===== src/apc_pkg.sv =====
// Purpose: Constants for the converter configuration register bank
// Assumes: 13-bit register addresses on the three-wire control port
// Notes:   Open bits read back as zero
package apc_pkg;
	localparam int          ADDR_W           = 13;
	localparam int          INSTR_BITS       = 16;
	localparam int          BYTE_BITS        = 8;

	localparam logic [12:0] ADDR_CHANNEL_SEL = 13'h0005;
	localparam logic [12:0] ADDR_POWER_MODE  = 13'h0008;
	localparam logic [12:0] ADDR_ENHANCE     = 13'h000C;
	localparam logic [12:0] ADDR_OUT_MODE    = 13'h0014;
	localparam logic [12:0] ADDR_OUT_ADJUST  = 13'h0015;
	localparam logic [12:0] ADDR_CLK_PHASE   = 13'h0016;
	localparam logic [12:0] ADDR_SERIAL_OUT  = 13'h0021;
	localparam logic [12:0] ADDR_TRANSFER    = 13'h00FF;
	localparam logic [12:0] ADDR_RES_RATE    = 13'h0100;
	localparam logic [12:0] ADDR_USER_IO2    = 13'h0101;

	localparam logic [7:0]  RST_CHANNEL_SEL  = 8'h3F;
	localparam logic [7:0]  RST_POWER_MODE   = 8'h00;
	localparam logic [7:0]  RST_ENHANCE      = 8'h00;
	localparam logic [7:0]  RST_OUT_MODE     = 8'h01;
	localparam logic [7:0]  RST_OUT_ADJUST   = 8'h00;
	localparam logic [7:0]  RST_CLK_PHASE    = 8'h03;
	localparam logic [7:0]  RST_SERIAL_OUT   = 8'h32;
	localparam logic [7:0]  RST_RES_RATE     = 8'h00;
	localparam logic [7:0]  RST_USER_IO2     = 8'h00;

	// Writable-bit masks: everything else is open
	localparam logic [7:0]  MASK_CHANNEL_SEL = 8'h3F;
	localparam logic [7:0]  MASK_POWER_MODE  = 8'h23;
	localparam logic [7:0]  MASK_ENHANCE     = 8'h04;
	localparam logic [7:0]  MASK_OUT_MODE    = 8'h45;
	localparam logic [7:0]  MASK_OUT_ADJUST  = 8'h31;
	localparam logic [7:0]  MASK_CLK_PHASE   = 8'h7F;
	localparam logic [7:0]  MASK_SERIAL_OUT  = 8'hF7;
	localparam logic [7:0]  MASK_RES_RATE    = 8'h77;
	localparam logic [7:0]  MASK_USER_IO2    = 8'h01;

	localparam int          POS_PIN_FUNC     = 5;
	localparam int          POS_CHOP         = 2;
	localparam int          POS_REDUCED      = 6;
	localparam int          POS_INVERT       = 2;
	localparam int          POS_TWOS         = 0;
	localparam int          POS_TERM_LO      = 4;
	localparam int          POS_DRIVE        = 0;
	localparam int          POS_IN_PHASE_LO  = 4;
	localparam int          POS_TRANSFER     = 0;
	localparam int          POS_PULLDN_DIS   = 0;
	localparam int          POS_SEL_FRAME    = 4;
	localparam int          POS_SEL_DATACLK  = 5;

	localparam int          RESET_RECOVERY_CYCLES = 2900000;

	typedef enum logic [1:0] {
		PM_NORMAL  = 2'b00,
		PM_PWRDOWN = 2'b01,
		PM_STANDBY = 2'b10,
		PM_DIGRST  = 2'b11
	} apc_mode_e;

	typedef enum logic {
		PH_INSTR,
		PH_DATA
	} apc_phase_e;
endpackage : apc_pkg


===== src/apc_config_bank.sv =====
// Purpose: Configuration register bank behind the three-wire control port
// Assumes: sclk, csN and sdioIn are synchronous to clk; sampleTick marks sample clock
// Notes:   Only rst resets the control port and registers
module apc_config_bank #(
	parameter int RecoveryCycles = apc_pkg::RESET_RECOVERY_CYCLES
) (
	input  wire logic       clk,
	input  wire logic       rst,
	input  wire logic       sclk,
	input  wire logic       csN,
	input  wire logic       sdioIn,
	output logic            sdioOut,
	output logic            sdioOe,
	input  wire logic       powerDownPin,
	input  wire logic       sampleTick,
	output logic            datapathClkEn,
	output logic            datapathRst,
	output logic            outputsEn,
	output logic            outputsZero,
	output logic            chopEn,
	output logic            reducedSwing,
	output logic            outputInvert,
	output logic            twosComplement,
	output logic [1:0]      termSel,
	output logic            frameClockOutDouble,
	output logic            dataClockOutDouble,
	output logic [2:0]      inputClkPhase,
	output logic [3:0]      outputClkPhase,
	output logic [7:0]      serialOutCtrl,
	output logic [7:0]      rateOverrideActive,
	output logic [3:0]      channelSel,
	output logic            sdioPullDownDis
);

	logic [7:0]              chanSel_q;
	logic [7:0]              powerMode_q;
	logic [7:0]              enhance_q;
	logic [7:0]              outMode_q;
	logic [7:0]              outAdjust_q;
	logic [7:0]              clkPhase_q;
	logic [7:0]              serialOut_q;
	logic [7:0]              resRatePend_q;
	logic [7:0]              resRateAct_q;
	logic [7:0]              userIo2_q;
	logic                    frameDrive_q;
	logic                    dataClkDrive_q;

	logic                    sclkPrev_q;
	apc_pkg::apc_phase_e     phase_q;
	logic [4:0]              bitCnt_q;
	logic [15:0]             instr_q;
	logic [7:0]              wrShift_q;
	logic                    readOp_q;
	logic [12:0]             addr_q;
	logic [7:0]              rdShift_q;
	logic                    reloadPend_q;
	logic                    shiftPend_q;
	logic                    sdioOe_q;

	logic                    sclkRise;
	logic                    sclkFall;
	logic                    wrStrobe;
	logic [12:0]             wrAddr;
	logic [7:0]              wrData;
	logic [15:0]             instrNext;

	apc_pkg::apc_mode_e      effMode;
	logic                    modeDigRst;
	// Counter sized from the parameter so a long recovery is never cut short
	localparam int           RecoverW = $clog2(RecoveryCycles + 1);
	logic [RecoverW-1:0]     recoverCnt_q;

	// Read decode, shared by the first byte and every following byte
	function automatic logic [7:0] readReg(input logic [12:0] a);
		logic [7:0] v;
		v = 8'h00;
		unique case (a)
			apc_pkg::ADDR_CHANNEL_SEL: v = chanSel_q;
			apc_pkg::ADDR_POWER_MODE:  v = powerMode_q;
			apc_pkg::ADDR_ENHANCE:     v = enhance_q;
			apc_pkg::ADDR_OUT_MODE:    v = outMode_q;
			apc_pkg::ADDR_OUT_ADJUST:  v = {outAdjust_q[7:1], frameDrive_q | dataClkDrive_q};
			apc_pkg::ADDR_CLK_PHASE:   v = clkPhase_q;
			apc_pkg::ADDR_SERIAL_OUT:  v = serialOut_q;
			apc_pkg::ADDR_RES_RATE:    v = resRatePend_q;
			apc_pkg::ADDR_USER_IO2:    v = userIo2_q;
			default:                   v = 8'h00;
		endcase
		return v;
	endfunction : readReg

	// Write strobe aimed at one address, shared by the split write processes
	function automatic logic wrHit(input logic [12:0] a);
		return wrStrobe && (wrAddr == a);
	endfunction : wrHit

	assign sclkRise  = !csN && sclk && !sclkPrev_q;
	assign sclkFall  = !csN && !sclk && sclkPrev_q;
	assign instrNext = {instr_q[14:0], sdioIn};

	// Port state depends on rst only, never on any power mode
	always_ff @(posedge clk or posedge rst) begin
		if (rst) begin
			sclkPrev_q <= 1'b0;
		end else begin
			sclkPrev_q <= sclk;
		end
	end

	// Instruction and data framing
	always_ff @(posedge clk or posedge rst) begin
		if (rst) begin
			phase_q   <= apc_pkg::PH_INSTR;
			bitCnt_q  <= 5'd0;
			instr_q   <= 16'h0000;
			wrShift_q <= 8'h00;
			readOp_q  <= 1'b0;
			addr_q    <= 13'h0000;
		end else if (csN) begin
			phase_q  <= apc_pkg::PH_INSTR;
			bitCnt_q <= 5'd0;
		end else if (sclkRise) begin
			unique case (phase_q)
				apc_pkg::PH_INSTR: begin
					instr_q <= instrNext;
					if (bitCnt_q == 5'(apc_pkg::INSTR_BITS - 1)) begin
						phase_q  <= apc_pkg::PH_DATA;
						bitCnt_q <= 5'd0;
						readOp_q <= instrNext[15];
						addr_q   <= instrNext[12:0];
					end else begin
						bitCnt_q <= bitCnt_q + 5'd1;
					end
				end
				apc_pkg::PH_DATA: begin
					wrShift_q <= {wrShift_q[6:0], sdioIn};
					if (bitCnt_q == 5'(apc_pkg::BYTE_BITS - 1)) begin
						bitCnt_q <= 5'd0;
						addr_q   <= addr_q - 13'd1;
					end else begin
						bitCnt_q <= bitCnt_q + 5'd1;
					end
				end
			endcase
		end
	end

	assign wrStrobe = sclkRise && !readOp_q && (phase_q == apc_pkg::PH_DATA)
		&& (bitCnt_q == 5'(apc_pkg::BYTE_BITS - 1));
	assign wrAddr   = addr_q;
	assign wrData   = {wrShift_q[6:0], sdioIn};

	// Read data: present MSB first; first byte loads on the last instruction rising edge, later changes on falling edges
	always_ff @(posedge clk or posedge rst) begin
		if (rst) begin
			rdShift_q    <= 8'h00;
			reloadPend_q <= 1'b0;
			shiftPend_q  <= 1'b0;
			sdioOe_q     <= 1'b0;
		end else if (csN) begin
			sdioOe_q     <= 1'b0;
			reloadPend_q <= 1'b0;
			shiftPend_q  <= 1'b0;
		end else if (sclkRise) begin
			if (phase_q == apc_pkg::PH_INSTR
				&& bitCnt_q == 5'(apc_pkg::INSTR_BITS - 1)) begin
				rdShift_q <= readReg(instrNext[12:0]);
				sdioOe_q  <= instrNext[15];
			end else if (phase_q == apc_pkg::PH_DATA) begin
				reloadPend_q <= (bitCnt_q == 5'(apc_pkg::BYTE_BITS - 1));
				shiftPend_q  <= (bitCnt_q != 5'(apc_pkg::BYTE_BITS - 1));
			end
		end else if (sclkFall) begin
			if (reloadPend_q) begin
				rdShift_q <= readReg(addr_q);
			end else if (shiftPend_q) begin
				rdShift_q <= {rdShift_q[6:0], 1'b0};
			end
			reloadPend_q <= 1'b0;
			shiftPend_q  <= 1'b0;
		end
	end

	assign sdioOut = rdShift_q[7];
	assign sdioOe  = sdioOe_q;

	// Configuration registers take effect on the write itself
	always_ff @(posedge clk or posedge rst) begin
		if (rst) begin
			chanSel_q      <= apc_pkg::RST_CHANNEL_SEL;
			powerMode_q    <= apc_pkg::RST_POWER_MODE;
			enhance_q      <= apc_pkg::RST_ENHANCE;
			outMode_q      <= apc_pkg::RST_OUT_MODE;
			outAdjust_q    <= apc_pkg::RST_OUT_ADJUST;
			clkPhase_q     <= apc_pkg::RST_CLK_PHASE;
			serialOut_q    <= apc_pkg::RST_SERIAL_OUT;
			userIo2_q      <= apc_pkg::RST_USER_IO2;
		end else if (wrStrobe) begin
			unique case (wrAddr)
				apc_pkg::ADDR_CHANNEL_SEL:
					chanSel_q <= wrData & apc_pkg::MASK_CHANNEL_SEL;
				apc_pkg::ADDR_POWER_MODE:
					powerMode_q <= wrData & apc_pkg::MASK_POWER_MODE;
				apc_pkg::ADDR_ENHANCE:
					enhance_q <= wrData & apc_pkg::MASK_ENHANCE;
				apc_pkg::ADDR_OUT_MODE:
					outMode_q <= wrData & apc_pkg::MASK_OUT_MODE;
				apc_pkg::ADDR_OUT_ADJUST:
					outAdjust_q <= wrData & apc_pkg::MASK_OUT_ADJUST;
				apc_pkg::ADDR_CLK_PHASE:
					clkPhase_q <= wrData & apc_pkg::MASK_CLK_PHASE;
				apc_pkg::ADDR_SERIAL_OUT:
					serialOut_q <= wrData & apc_pkg::MASK_SERIAL_OUT;
				apc_pkg::ADDR_USER_IO2:
					userIo2_q <= wrData & apc_pkg::MASK_USER_IO2;
				default: begin
				end
			endcase
		end
	end

	// Drive applies only to clock outputs picked in channel select at write time
	always_ff @(posedge clk or posedge rst) begin
		if (rst) begin
			frameDrive_q   <= 1'b0;
			dataClkDrive_q <= 1'b0;
		end else if (wrHit(apc_pkg::ADDR_OUT_ADJUST)) begin
			if (chanSel_q[apc_pkg::POS_SEL_FRAME]) begin
				frameDrive_q <= wrData[apc_pkg::POS_DRIVE];
			end
			if (chanSel_q[apc_pkg::POS_SEL_DATACLK]) begin
				dataClkDrive_q <= wrData[apc_pkg::POS_DRIVE];
			end
		end
	end

	// Override is only staged here; it reaches use through the transfer bit
	always_ff @(posedge clk or posedge rst) begin
		if (rst) begin
			resRatePend_q <= apc_pkg::RST_RES_RATE;
		end else if (wrHit(apc_pkg::ADDR_RES_RATE)) begin
			resRatePend_q <= wrData & apc_pkg::MASK_RES_RATE;
		end
	end

	// Transfer bit is self-clearing; it copies the pending override into use
	always_ff @(posedge clk or posedge rst) begin
		if (rst) begin
			resRateAct_q <= apc_pkg::RST_RES_RATE;
		end else if (wrHit(apc_pkg::ADDR_TRANSFER)
			&& wrData[apc_pkg::POS_TRANSFER]) begin
			resRateAct_q <= resRatePend_q;
		end
	end

	// Pin overrides the field: power-down or standby per bit 5
	always_comb begin
		if (powerDownPin) begin
			effMode = powerMode_q[apc_pkg::POS_PIN_FUNC] ? apc_pkg::PM_PWRDOWN
				: apc_pkg::PM_STANDBY;
		end else begin
			effMode = apc_pkg::apc_mode_e'(powerMode_q[1:0]);
		end
	end

	assign modeDigRst = (effMode == apc_pkg::PM_DIGRST);

	// Recovery counts sample clock ticks after digital reset releases
	always_ff @(posedge clk or posedge rst) begin
		if (rst) begin
			recoverCnt_q <= '0;
		end else if (modeDigRst) begin
			recoverCnt_q <= RecoverW'(RecoveryCycles);
		end else if (sampleTick && recoverCnt_q != '0) begin
			recoverCnt_q <= recoverCnt_q - RecoverW'(1);
		end
	end

	// Power state decode; only normal mode runs clocks and outputs
	always_comb begin
		datapathClkEn = 1'b0;
		datapathRst   = 1'b0;
		outputsEn     = 1'b0;
		unique case (effMode)
			apc_pkg::PM_NORMAL: begin
				datapathClkEn = 1'b1;
				outputsEn     = 1'b1;
			end
			apc_pkg::PM_PWRDOWN: begin
				datapathRst = 1'b1;
			end
			apc_pkg::PM_STANDBY: begin
				datapathRst = 1'b0;
			end
			apc_pkg::PM_DIGRST: begin
				datapathRst = 1'b1;
			end
		endcase
	end

	assign outputsZero = modeDigRst || (recoverCnt_q != '0);

	assign chopEn         = enhance_q[apc_pkg::POS_CHOP];
	assign reducedSwing   = outMode_q[apc_pkg::POS_REDUCED];
	assign outputInvert   = outMode_q[apc_pkg::POS_INVERT];
	assign twosComplement = outMode_q[apc_pkg::POS_TWOS];
	assign termSel        = outAdjust_q[apc_pkg::POS_TERM_LO +: 2];

	// Any termination choice masks double drive
	assign frameClockOutDouble = frameDrive_q && (termSel == 2'b00);
	assign dataClockOutDouble  = dataClkDrive_q && (termSel == 2'b00);

	assign inputClkPhase  = clkPhase_q[apc_pkg::POS_IN_PHASE_LO +: 3];
	assign outputClkPhase = clkPhase_q[3:0];
	assign serialOutCtrl  = serialOut_q;
	// Limits capability only; no effect on sample timing here
	assign rateOverrideActive = resRateAct_q;
	assign channelSel         = chanSel_q[3:0];
	assign sdioPullDownDis    = userIo2_q[apc_pkg::POS_PULLDN_DIS];

endmodule : apc_config_bank


===== config.mk =====
export PLATFORM = sky130hd
export DESIGN_NAME = apc_config_bank
export DESIGN_NICKNAME = d
export VERILOG_FILES = /design/src/apc_pkg.sv /design/src/apc_config_bank.sv
export SDC_FILE = /design/constraint.sdc
export NUM_CORES = 1
export LEC_CHECK = 0
export ABC_AREA = 1
export BUFFER_PORTS_ARGS = -buffer_cell sky130_fd_sc_hd__buf_2
export CORE_ASPECT_RATIO = 1.75
export CORE_UTILIZATION = 45
export DETAILED_ROUTE_END_ITERATION = 10
export MAX_ROUTING_LAYER = met4
export PLACE_DENSITY_LB_ADDON = 0.12
export SLEW_MARGIN = 15
export SYNTH_ARGS = -nofsm -noshare
export SYNTH_HDL_FRONTEND = slang
export SYNTH_SLANG_ARGS = --single-unit
export TNS_END_PERCENT = 10

===== constraint.sdc =====
create_clock -name clk -period 3.67 [get_ports clk]
set_input_delay 0.734 -clock clk [delete_from_list [all_inputs] [get_ports clk]]
set_output_delay 0.734 -clock clk [all_outputs]
set_load 0.005 [all_outputs]

Yosys cells after proc, flatten, opt, wreduce, memory -nomap -nowiden --
Index checks and enable logic that the tools add are counted.
Word-level totals: bits in registers 121, input port bits 7, output and inout port bits 42
Cells by class: add/sub/neg operators 3, equality and inequality tests 29, muxes and demuxes 37, bitwise logic cells 3, reductions and logical operators 47
Operators with widths (count):
- 8-bit one-hot mux with 9 select lines | 2
- 13-bit by 5-bit == test with 1-bit output (second input constant) | 6
- 13-bit by 4-bit == test with 1-bit output (second input constant) | 4
- 13-bit by 9-bit == test with 1-bit output (second input constant) | 4
- 22-bit 2-to-1 mux | 2
- 8-bit 2-to-1 mux | 5
- 13-bit by 3-bit == test with 1-bit output (second input constant) | 2
- 13-bit by 6-bit == test with 1-bit output (second input constant) | 2
- 13-bit 2-to-1 mux | 2
- 13-bit one-hot mux with 2 select lines | 1
- 2-bit AND reduction | 11
- 22-bit nonzero test | 1
- 22-bit by 1-bit subtractor with 22-bit output (second input constant) | 1
- 5-bit 2-to-1 mux | 4
- 1-bit 2-to-1 mux | 18
- 1-bit logical AND | 15
- 13-bit by 8-bit == test with 1-bit output (second input constant) | 1
- 13-bit by 1-bit subtractor with 13-bit output (second input constant) | 1
- 4-bit AND reduction | 3
- 5-bit one-hot mux with 2 select lines | 1
- 3-bit AND reduction | 3
- 2-bit nonzero test | 4
- 3-bit inequality test (second input constant) | 2
- 3-bit nonzero test | 2
- other kinds (15) | 22

Longest topological paths before layout --
Gate-level depths: netlist of the first run.
word-level depth 8, gate-level depth with buffers 14, gate-level depth less buffers 14

Least setup slack after synthesis of the first run --
OpenSTA, ideal clock, no wires.
kind input to output, start point in powerDownPin, end point out outputsZero, arrival time 1.465 ns, required time 2.936 ns, setup slack 1.471 ns, stages 4, path buffers 1, path through nor3_4 inv_1 clkbuf_1 nand4_1
Between the ends: longest elaborated chain between the ends 3
Ends and longest elaborated chain:
- from (decl) | line apc_config_bank.sv:14 | input wire logic powerDownPin,
- 2-bit 2-to-1 mux | line apc_config_bank.sv:258 | if (powerDownPin) begin
- 2-bit == test | line apc_config_bank.sv:266 | assign modeDigRst = (effMode == apc_pkg::PM_DIGRST);
- 1-bit logical OR | line apc_config_bank.sv:301 | assign outputsZero = modeDigRst || (recoverCnt_q != '0);
- to (decl) | line apc_config_bank.sv:19 | output logic outputsZero,
Every way passes these cells.

Final worst setup path of the first run --
start point reg powerMode_q[1], end point out outputsZero
Between the ends: longest elaborated chain between the ends 3
Ends and longest elaborated chain:
- from (decl) | line apc_config_bank.sv:36 | logic [7:0] powerMode_q;
- from (signal assigned) | line apc_config_bank.sv:191 | powerMode_q <= apc_pkg::RST_POWER_MODE;
- from (signal assigned) | line apc_config_bank.sv:203 | powerMode_q <= wrData & apc_pkg::MASK_POWER_MODE;
- 2-bit 2-to-1 mux | line apc_config_bank.sv:258
- 2-bit == test | line apc_config_bank.sv:266
- 1-bit logical OR | line apc_config_bank.sv:301
Every way passes these cells.

==> flow_metrics.py, run 1 <==
metrics = {
    "die": {
        "rows": 60,
        "core_um2": 15300,
        "start_util_pct": 45.7,
        "dieArea_um2": 16100,
        "num_io_pins": 49,
        "die_y_um": 167,
        "die_w_um": 96.3,
    },
    "sta": {
        "setup_viol": 0,
        "slew_violations": 0,
        "finalHoldViolations": 0,
        "finalCritPeriodShare_pct": 74.9,
        "tightest_slew_ps": 901,
        "rsz0062_at_grt": "no",
        "period_minus_slack_ps": 2750,
        "setup_tns_ps": 0,
        "fmax_mhz": 364,
        "slew_headroom_pct": 39.7,
        "clock_skew_ps": 8.79,
    },
    "worst_setup_path": {
        "endpoint_kind": "output port",
        "cpPeakStageDelay_ps": 420,
        "crit_chain": "inv_1 -> nor3_4 -> inv_1 -> nand4_1 -> buf_2",
        "rr_worst_depth": 11,
        "reg2reg_to": "addr_q[7]",
        "worstSetupPathType": "reg -> out",
        "cp_slowest_cell": "nor3_4",
        "critPathMostFrequentCell": "inv_1",
        "crit_fanout": 15,
        "start_kind": "flop",
        "cp.arrival_ps": 2010,
        "reg2reg_slack_ps": 1100,
        "rr_startpoint": "bitCnt_q[0]",
        "crit_required_ps": 2940,
    },
    "routing": {
        "detail_route.iter0.violations": 343,
        "via_per_inst": 5.45,
        "drc": 0,
        "wl_um": 22100,
        "antenna_left": 0,
        "vias": 6471,
        "wl_per_cell_um": 18.6,
        "first_pass_iters": 5,
    },
    "global_route": {
        "grt_max_degree": 66,
        "antenna_found_initial": 0,
        "grt-ovfl-total": 0,
        "grt_pass1_vias": 6330,
        "grt_pass1_wl_um": 34400,
        "grtUsageTotal_pct": 30.1,
    },
    "yosys": {
        "ys_types": 42,
        "muxShareOfSynthArea_pct": 0.644,
        "synth_compound_area_share_pct": 11.5,
        "yosys.area_share.simple_pct": 32.9,
        "synthXorXnorAreaFrac_pct": 1.75,
        "synthAdderAreaFrac_pct": 1.79,
        "yosys.area.top_type": "dfrtp_1",
        "synth.area.top_cells": "dfrtp_1 39%, nand2_1 12%, o21ai_0 7.4%, nor2_1 6.9%, nand3_1 6.3%",
        "postSynthAreaPerCell_um2": 7.38,
        "synth_area_um2": 7000,
        "ys_ff_latch": 120,
        "ys_seq_area_share_pct": 43.1,
        "synth_warnings": 0,
        "synth_top_area_share_pct": 38.6,
        "netlist_instances": 948,
        "synth_top_family_by_area": "simple AND/OR/NAND/NOR gates",
    },
    "status": {
        "status": "completed",
    },
    "cells_and_area": {
        "drive_above_1_share_pct": 13.6,
        "nNetsFinal": 1005,
        "n_antenna_cell": 0,
        "layout-area-overhead-vs-synth_pct": 14.0,
        "nFillCells": 1527,
    },
    "power_and_ir_drop": {
        "ir_worst_vdd_v": 0.000268,
        "totalPowerFinal_mw": 4.08,
        "power_density_nw_per_um2": 511,
        "leakagePower_nw": 3.75,
    },
    "run": {
        "drv_cap": 0,
    },
    "clock_network": {
        "root_buffer": "clkbuf_16",
        "cts_resized": 0,
        "insertion_delay_ps": 420,
        "path_clk_slew_ps": 60,
        "post_cts_buffers": 0,
        "cts_tree": "built",
        "hold_buffers": 0,
        "cts.sinks": 120,
        "htree_levels": 4,
        "cts_made_buffers": 17,
        "clockBufferDepth": 2,
    },
    "placed_design": {
        "place_congestion": 1.04,
        "io_buffers": 45,
        "dpl.hpwl_um": 16500,
    },
    "min_path": {
        "worstHoldPathType": "in -> async",
    },
}
[cell type report]
type | count | area, µm² | share of cell area, %
Sequential cell | 120 | 3020 | 37.8
Clock inverter | 13 | 193 | 2.42
Tap cell | 186 | 233 | 2.92
Inverter | 103 | 390 | 4.89
Multi-Input combinational cell | 696 | 3420 | 42.8
Clock buffer | 19 | 453 | 5.68
Timing Repair Buffer | 50 | 275 | 3.45
[critical path: cells and delay by family (launching register included)]
kind	cells	cell delay [ps]
and+or+nand+nor	2	610
DFF	1	380
buffers and inverters	3	600
[state kept, by name, summed over array words and instances, names as in the netlist, 7 cells and up]
signal	count
clkPhase_q	7
addr_q	13
instr_q	15
rdShift_q	8
recoverCnt_q	22
wrShift_q	7
serialOutCtrl	7
[kinds of logic (layout without fill, tap and decap cells)]
logic type	Yosys count	after routing
buf+inv	134	185
compound gates	154	154
mux	3	3
other cells	1	3
xor+xnor	14	14
flops	120	120
fa+ha+maj	10	10
simple gates	512	512
[synthesized netlist by cell type]
cell type / instances
nand2_1: 217
nor2_1: 128
dfrtp_1: 108
o21ai_0: 104
inv_1: 99
nand3_1: 88
nand4_1: 26
a21oi_1: 19
buf_4: 13
dfstp_2: 12
nor2_2: 12
nor3_1: 12
o21ai_1: 12
xor2_1: 11
ha_1: 10
buf_2: 9
clkbuf_1: 8
nand2_2: 7
o22ai_1: 6
a31oi_1: 5
nand3b_1: 4
nor2_4: 4
or2_2: 4
inv_2: 3
mux2_4: 3
xnor2_1: 3
and2_1: 2
nand3_4: 2
nor3_2: 2
o211ai_1: 2
o31ai_1: 2
a211oi_1: 1
a21boi_0: 1
a22o_1: 1
buf_6: 1
clkinv_1: 1
conb_1: 1
nand3_2: 1
nand4_2: 1
nor3_4: 1
nor4_4: 1
o221ai_1: 1
[worst max path at each step]
stage                     cells past startpoint            end  slack [ps]      startpoint
after floorplan                               4    outputsZero        1470    powerDownPin
after global placement                        5    outputsZero         960    powerDownPin
after detailed placement                      9  clkPhase_q[4]         950             csN
after CTS                                     5    outputsZero         890  powerMode_q[1]
after global routing                          5    outputsZero         780  powerMode_q[1]
final                                         5    outputsZero         920  powerMode_q[1]
[power by group]
part | switching, mW | total (mW) | internal [mW]
clock network | 0.650 | 1.83 | 1.18
logic | 0.422 | 0.612 | 0.190
registers | 0.158 | 1.63 | 1.48
[layout by cell type (no fill, tap or decap), types with 2 or more instances in the layout]
master | synthesis | layout
a21oi_1 | 19 | 19
a31oi_1 | 5 | 5
and2_1 | 2 | 2
buf_2 | 9 | 45
buf_4 | 13 | 4
bufinv_16 | 0 | 4
clkbuf_16 | 0 | 17
clkbuf_8 | 0 | 2
clkinv_4 | 0 | 4
clkinvlp_4 | 0 | 3
conb_1 | 1 | 3
dfrtp_1 | 108 | 108
dfstp_2 | 12 | 12
ha_1 | 10 | 10
inv_1 | 99 | 98
inv_2 | 3 | 3
inv_6 | 0 | 2
mux2_4 | 3 | 3
nand2_1 | 217 | 217
nand2_2 | 7 | 7
nand3_1 | 88 | 88
nand3_4 | 2 | 2
nand3b_1 | 4 | 4
nand4_1 | 26 | 26
nor2_1 | 128 | 128
nor2_2 | 12 | 12
nor2_4 | 4 | 4
nor3_1 | 12 | 12
nor3_2 | 2 | 2
o211ai_1 | 2 | 2
o21ai_0 | 104 | 104
o21ai_1 | 12 | 12
o22ai_1 | 6 | 6
o31ai_1 | 2 | 2
or2_2 | 4 | 4
xnor2_1 | 3 | 3
xor2_1 | 11 | 11
[layer usage]
layer	vias to the layer above	wire (µm)	track usage, %
li1	3164	-	-
met1	3004	8110	31.1
met2	208	11200	49.2
met3	95	1080	6.80
met4	0	1690	21.2
met5	-	0	-
[metrics by stage]
stage	instance area (µm²)	hold WS, ps	utilization, %	std cells	worst slack (ps)
finish	7980	451	52.1	1187	921
global route	7980	472	52.1	1187	777
CTS	7980	473	52.1	1187	887
detailed placement	7330	467	47.9	1155	949
global placement	7330	456	47.9	1155	961
floorplan	7010	437	-	950	1470
Note: power is estimated with default switching activity, not from simulation.
==> run 2: changes to the inputs <==
- ABC_AREA: 1 -> 0
- clock period: 3.67 -> 2.8 ns (I/O delays scaled with it)
==> run 2 against run 1 <==
- the run now ends with setup timing left
- cell area fell by 0.74%
- sequential cell count unchanged
- worst setup slack got worse by 1100 ps
- via count is 14% lower
- wire length is 9.3% lower
- clock skew is 1.3 ps higher
- hold slack worse by 280 ps
- area after synthesis shrank 5.2%
- clock power rose by 36%
- highest routed layer unchanged
==> flow_metrics.py, run 2 <==
metrics = {
    "cells_and_area": {
        "largest_register_ffs": 22,
        "n_antenna_cell": 0,
        "nFillCells": 1269,
        "layout_commonest_cell": "dfrtp_1",
        "largestRegisters": "recoverCnt_q: 22 flops, instr_q: 15 flops, addr_q: 13 flops",
        "layout-area-overhead-vs-synth_pct": 19.4,
        "layout_common_cells": "108 x dfrtp_1, 70 x mux2_2, 45 x buf_2",
        "drive_above_1_share_pct": 31.6,
        "nNetsFinal": 722,
        "fin_area_um2": 7920,
        "top_register": "recoverCnt_q",
    },
    "yosys": {
        "yosys.area_share.simple_pct": 18.3,
        "synth_area_um2": 6630,
        "ys_seq_area_share_pct": 45.5,
        "synth_ff_type": "dfrtp_1",
        "ys_types": 75,
        "async_flop_share_pct": 100,
        "ys_ff_latch": 120,
        "synthTopCellsByCount": "108 x dfrtp_1, 70 x mux2_2, 44 x nor2_1",
        "synth_compound_area_share_pct": 15.8,
        "synth.area.top_cells": "dfrtp_1 41%, mux2_2 12%, dfstp_2 4.8%, nor2_1 2.5%, nand2_1 2.3%",
        "synth_warnings": 0,
        "synthAdderAreaFrac_pct": 1.89,
        "synth_top_area_share_pct": 40.8,
        "muxShareOfSynthArea_pct": 12.2,
        "yosys.area.top_type": "dfrtp_1",
        "synth_top_family_by_area": "simple AND/OR/NAND/NOR gates",
        "netlist_instances": 639,
        "synthXorXnorAreaFrac_pct": 2.38,
        "postSynthAreaPerCell_um2": 10.4,
        "synth_most_common_cell": "dfrtp_1",
        "synth-edff-count": 0,
    },
    "sta": {
        "tightest_slew_ps": 623,
        "finalWorstSetupSlack_ps": -171,
        "finalHoldViolations": 0,
        "clock_skew_ps": 10.1,
        "fmax_mhz": 337,
        "slew_violations": 0,
        "rsz0062_at_grt": "yes",
        "slew_headroom_pct": 58.4,
        "finalCritPeriodShare_pct": 106,
        "period_minus_slack_ps": 2970,
        "setup_viol": 1,
    },
    "die": {
        "core_um2": 14400,
        "rows": 58,
        "num_io_pins": 49,
        "start_util_pct": 46.1,
        "dieArea_um2": 15200,
        "die_w_um": 93.8,
        "die_y_um": 163,
    },
    "global_route": {
        "grt_pass1_vias": 5741,
        "grtUsageTotal_pct": 29.0,
        "grt-ovfl-total": 0,
        "grt_pass1_wl_um": 31900,
        "antenna_found_initial": 0,
        "grt_max_degree": 54,
    },
    "clock_network": {
        "root_buffer": "clkbuf_16",
        "cts_tree": "built",
        "cts.sinks": 120,
        "htree_levels": 4,
        "clockBufferDepth": 2,
        "path_clk_slew_ps": 60,
        "cts_made_buffers": 17,
        "insertion_delay_ps": 420,
    },
    "routing": {
        "first_pass_iters": 5,
        "via_per_inst": 6.16,
        "drc": 0,
        "antenna_left": 0,
        "wl_um": 20100,
        "detail_route.iter0.violations": 361,
        "vias": 5533,
        "wl_per_cell_um": 22.3,
    },
    "worst_setup_path": {
        "start_kind": "flop",
        "crit_fanout": 2,
        "crit_required_ps": 2240,
        "endpoint_kind": "output port",
        "cp-startpoint": "recoverCnt_q[4]",
        "worstSetupPathType": "reg -> out",
        "rr_startpoint": "bitCnt_q[0]",
        "cp.arrival_ps": 2410,
    },
    "status": {
        "status": "complete, but fails checks",
        "failed_checks": "setup timing",
    },
    "run": {
        "drv_cap": 0,
    },
    "power_and_ir_drop": {
        "totalPowerFinal_mw": 5.84,
        "ir_worst_vdd_v": 0.000423,
        "leakagePower_nw": 3.51,
        "power_density_nw_per_um2": 737,
    },
    "placed_design": {
        "dpl.hpwl_um": 14900,
        "place_congestion": 0.988,
        "io_buffers": 45,
        "place_ws_ps": 103,
        "placed_area_um2": 7220,
    },
    "min_path": {
        "worstHoldPathType": "in -> async",
    },
}
[run 2: cell count changes after synthesis, moves of 13 or more]
cell,delta
clkbuf_1,+18
o21ai_0,-74
nand2_1,-176
nand4_1,-21
mux2_2,+70
inv_1,-87
xnor2_1,+13
nor2_1,-84
nand3_1,-63
[run 2: path summary, 6_finish.rpt]
kind                       cells after the start  slack (ps)            end
setup / recovery                               4        -170    outputsZero
setup reg to reg                              11         200   rdShift_q[5]
hold reg to reg                                2         480   rdShift_q[7]
min in group clk                               2         420     sclkPrev_q
max in group asynchronous                      3        1970  clkPhase_q[1]
hold / removal                                 2         170      addr_q[0]
[run 2: worst max-delay path, cell delays in order, from the launching register on]
cell	delay (ps)
dfrtp_1	390
or4_4	560
or4b_4	500
or4_1	410
buf_2	140
[run 2: cells by family (layout without fill, tap and decap cells)]
logic type               Yosys count  in the layout
multiplexers                      72             72
XOR/XNOR                          18             18
buffers and inverters             57            134
flip-flops                       120            120
other                              1              3
AND/OR/NAND/NOR                  217            217
adder cells (fa/ha/maj)           10             10
AO/OA/AOI/OAI                    144            144
[run 2: power by group]
part	leakage (nW)	total [mW]	internal (mW)	switching (mW)
logic	1.62	1.08	0.479	0.597
registers	1.57	2.28	1.97	0.311
clock network	0.323	2.48	1.65	0.828
total	3.51	5.84	4.10	1.74
[run 2: area by class of cell]
class	instances	area, µm²	share of cell area, %
clock inverters	11	194	2.45
multi-input cells	464	3370	42.6
well taps	180	225	2.84
clock buffers	21	470	5.94
repair buffers	90	588	7.43
inverters	12	48.8	0.616
flip-flops and latches	120	3020	38.1
[run 2: layer usage]
metal / vias up / track usage [%] / wire (µm)
met5: - / - / 0
met4: 0 / 17.2 / 1170
met3: 67 / 4.39 / 623
met2: 172 / 50.7 / 11000
met1: 2778 / 30.3 / 7320
li1: 2516 / - / -
[run 2: per-stage QoR]
stage	hold WS, ps	cells	setup TNS (ps)	util, %
6_report	169	898	-171	55.1
5_1_grt	200	898	-199	55.1
4_1_cts	181	898	-149	55.1
3_5_place_dp	475	863	0	50.3
3_3_place_gp	456	863	0	50.3
2_1_floorplan	473	641	0	-
[run 2: timing repair]
action | CTS | global route
pin swaps | 2 | 1
hold buffers | 0 | 0
setup buffers | 3 | 0
cloned | 0 | 0
gates resized for setup | 0 | 2
endpoints found under the setup margin | 1 | 11
==> run 3: changes to the inputs <==
- CORE_UTILIZATION: 45 -> 51
- SLEW_MARGIN: 15 -> default
==> run 3 against run 2 <==
- utilization up 7.0 points
- clock power down 12%
- sequential power about the same
- the run still ends with setup timing left
- critical endpoint unchanged
- first-iteration DRC count up 13%
- count of clock-buffer cells in the layout down 2
- critical path type unchanged
==> flow_metrics.py, run 3 (same netlist as run 2, synthesis figures left out) <==
metrics = {
    "cells_and_area": {
        "fin_area_um2": 7800,
        "drive_above_1_share_pct": 31.3,
        "multi_input_area_um2": 3370,
        "regArea_um2": 3020,
        "layout_commonest_cell": "dfrtp_1",
        "nFillCells": 1118,
        "layout-area-overhead-vs-synth_pct": 17.7,
        "layout_common_cells": "108 x dfrtp_1, 70 x mux2_2, 45 x buf_2",
        "final-instance-count-excl-fill": 886,
        "top_register": "recoverCnt_q",
        "largestRegisters": "recoverCnt_q: 22 flops, instr_q: 15 flops, addr_q: 13 flops",
        "nNetsFinal": 722,
        "largest_register_ffs": 22,
        "n_antenna_cell": 0,
    },
    "worst_setup_path": {
        "cpPeakStageDelay_ps": 550,
        "start_kind": "flop",
        "crit_chain": "or4_4 -> or4b_4 -> or4_1 -> buf_2",
        "rr_worst_depth": 10,
        "critical-path-top-delay-family": "simple AND/OR/NAND/NOR gates",
        "cp-startpoint": "recoverCnt_q[3]",
        "rr_startpoint": "bitCnt_q[0]",
        "crit_path_end": "outputsZero",
        "critPathBufInv": 1,
        "cp_slowest_cell": "or4b_4",
        "crit_required_ps": 2240,
        "reg2reg_to": "rdShift_q[1]",
        "worst-path-stages": 4,
        "crit_fanout": 2,
        "worstSetupPathType": "reg -> out",
        "cp.arrival_ps": 2450,
        "endpoint_kind": "output port",
        "reg2reg_slack_ps": 230,
    },
    "global_route": {
        "grt_max_degree": 121,
        "grtUsageMet1_pct": 33.9,
        "grt-ovfl-total": 0,
        "antenna_found_initial": 0,
        "grtUsageTotal_pct": 32.3,
        "grt_util_met3_pct": 4.59,
        "grt_busiest_layer": "met2",
        "grt_pass1_wl_um": 31100,
        "grt_pass1_vias": 5662,
        "grtUsageMet2_pct": 54.8,
    },
    "power_and_ir_drop": {
        "ir_worst_vdd_v": 0.000551,
        "swShare_pct": 31.9,
        "pwr-share-seq_pct": 40.7,
        "switching_power_mw": 1.76,
        "comb_power_share_pct": 19.8,
        "power_density_nw_per_um2": 707,
        "intPower_mw": 3.76,
        "leakagePower_nw": 3.46,
        "clock_power_share_pct": 39.5,
    },
    "routing": {
        "drc": 0,
        "wl_um": 19500,
        "wl_per_cell_um": 22.0,
        "first_pass_iters": 5,
        "detail_route.iter0.violations": 408,
        "vias": 5530,
        "via_per_inst": 6.24,
        "antenna_left": 0,
    },
    "die": {
        "dieArea_um2": 13500,
        "rows": 54,
        "start_util_pct": 52.8,
        "core_um2": 12600,
        "die_y_um": 153,
        "num_io_pins": 49,
        "die_w_um": 88.2,
    },
    "sta": {
        "setup_tns_ps": -207,
        "tightest_slew_ps": 649,
        "finalWorstSetupSlack_ps": -207,
        "period_minus_slack_ps": 3010,
        "rsz0062_at_grt": "yes",
        "fmax_mhz": 333,
        "finalCritPeriodShare_pct": 107,
        "clock_skew_ps": 7.16,
        "slew_violations": 0,
        "setup_viol": 1,
        "slew_headroom_pct": 56.4,
        "hold_ws_ps": 306,
        "finalHoldViolations": 0,
    },
    "run": {
        "drv_cap": 0,
    },
    "clock_network": {
        "root_buffer": "clkbuf_16",
        "hold_buffers": 0,
        "cts_tree": "built",
        "clockBufferDepth": 2,
        "path_clk_slew_ps": 60,
        "insertion_delay_ps": 420,
        "cts_made_buffers": 17,
        "cts.sinks": 120,
        "htree_levels": 4,
    },
    "min_path": {
        "worstHoldPathType": "in -> async",
    },
    "placed_design": {
        "placed_area_um2": 7200,
        "io_buffers": 45,
        "place_congestion": 0.985,
        "place_ws_ps": 120,
        "dpl.hpwl_um": 14300,
        "dp_cells": 851,
    },
    "status": {
        "failed_checks": "setup timing",
        "status": "complete, but fails checks",
    },
}
## run 3: changes by cell type in the layout (fill, tap and decap cells not counted), sizes merged
cell,before,now
bufinv,5,2
inv,11,14
clkbuf,21,19
clkinvlp,2,4
## run 3: worst min path at each step
stage	startpoint	endpoint	depth (start not counted)
2_1_floorplan	rdShift_q[7]	rdShift_q[7]	2
5_1_grt	rst	recoverCnt_q[17]	3
3_5_place_dp	rdShift_q[7]	rdShift_q[7]	2
4_1_cts	rst	recoverCnt_q[17]	3
3_3_place_gp	rdShift_q[7]	rdShift_q[7]	2
6_report	rst	recoverCnt_q[14]	3
## run 3: metrics by stage
stage          power (mW)  utilization [%]
2_1_floorplan        2.95                -
3_3_place_gp         3.28             57.3
3_5_place_dp         3.32             57.3
4_1_cts              5.52             62.0
5_1_grt              5.77             62.1
6_report             5.52             62.1
## run 3: tightest hold or removal path, cell delays in order
cell        delay (ps)
buf_2              110
clkinvlp_4          70
buf_12             470
## run 3: what timing repair did
item                       CTS  global route
hold endpoints to repair     0             0
pin swaps                    3             0
setup buffers                2             1
setup endpoints to repair    1             9
gates resized for setup      0             1
## run 3: per-layer routing
layer / share of wire, % / up-vias
li1: - / 2527
met1: 36 / 2732
met2: 53 / 192
met3: 3.8 / 79
met4: 6.7 / 0
met5: 0 / -
## run 3: final cells by class
cell class / count / area share, %
repair buffers: 90 / 7.38
clock inverters: 13 / 1.91
flip-flops and latches: 120 / 38.7
clock buffers: 19 / 5.55
inverters: 12 / 0.625
well taps: 168 / 2.69
multi-input cells: 464 / 43.2
## run 3: power groups by stage
stage | Clock [mW] | Combinational, mW | Sequential, mW
CTS | 2.19 | 1.08 | 2.25
detailed placement | 0 | 1.05 | 2.28
floorplan | 0 | 0.780 | 2.17
global route | 2.27 | 1.20 | 2.29
global placement | 0 | 1.01 | 2.26
finish | 2.18 | 1.09 | 2.25
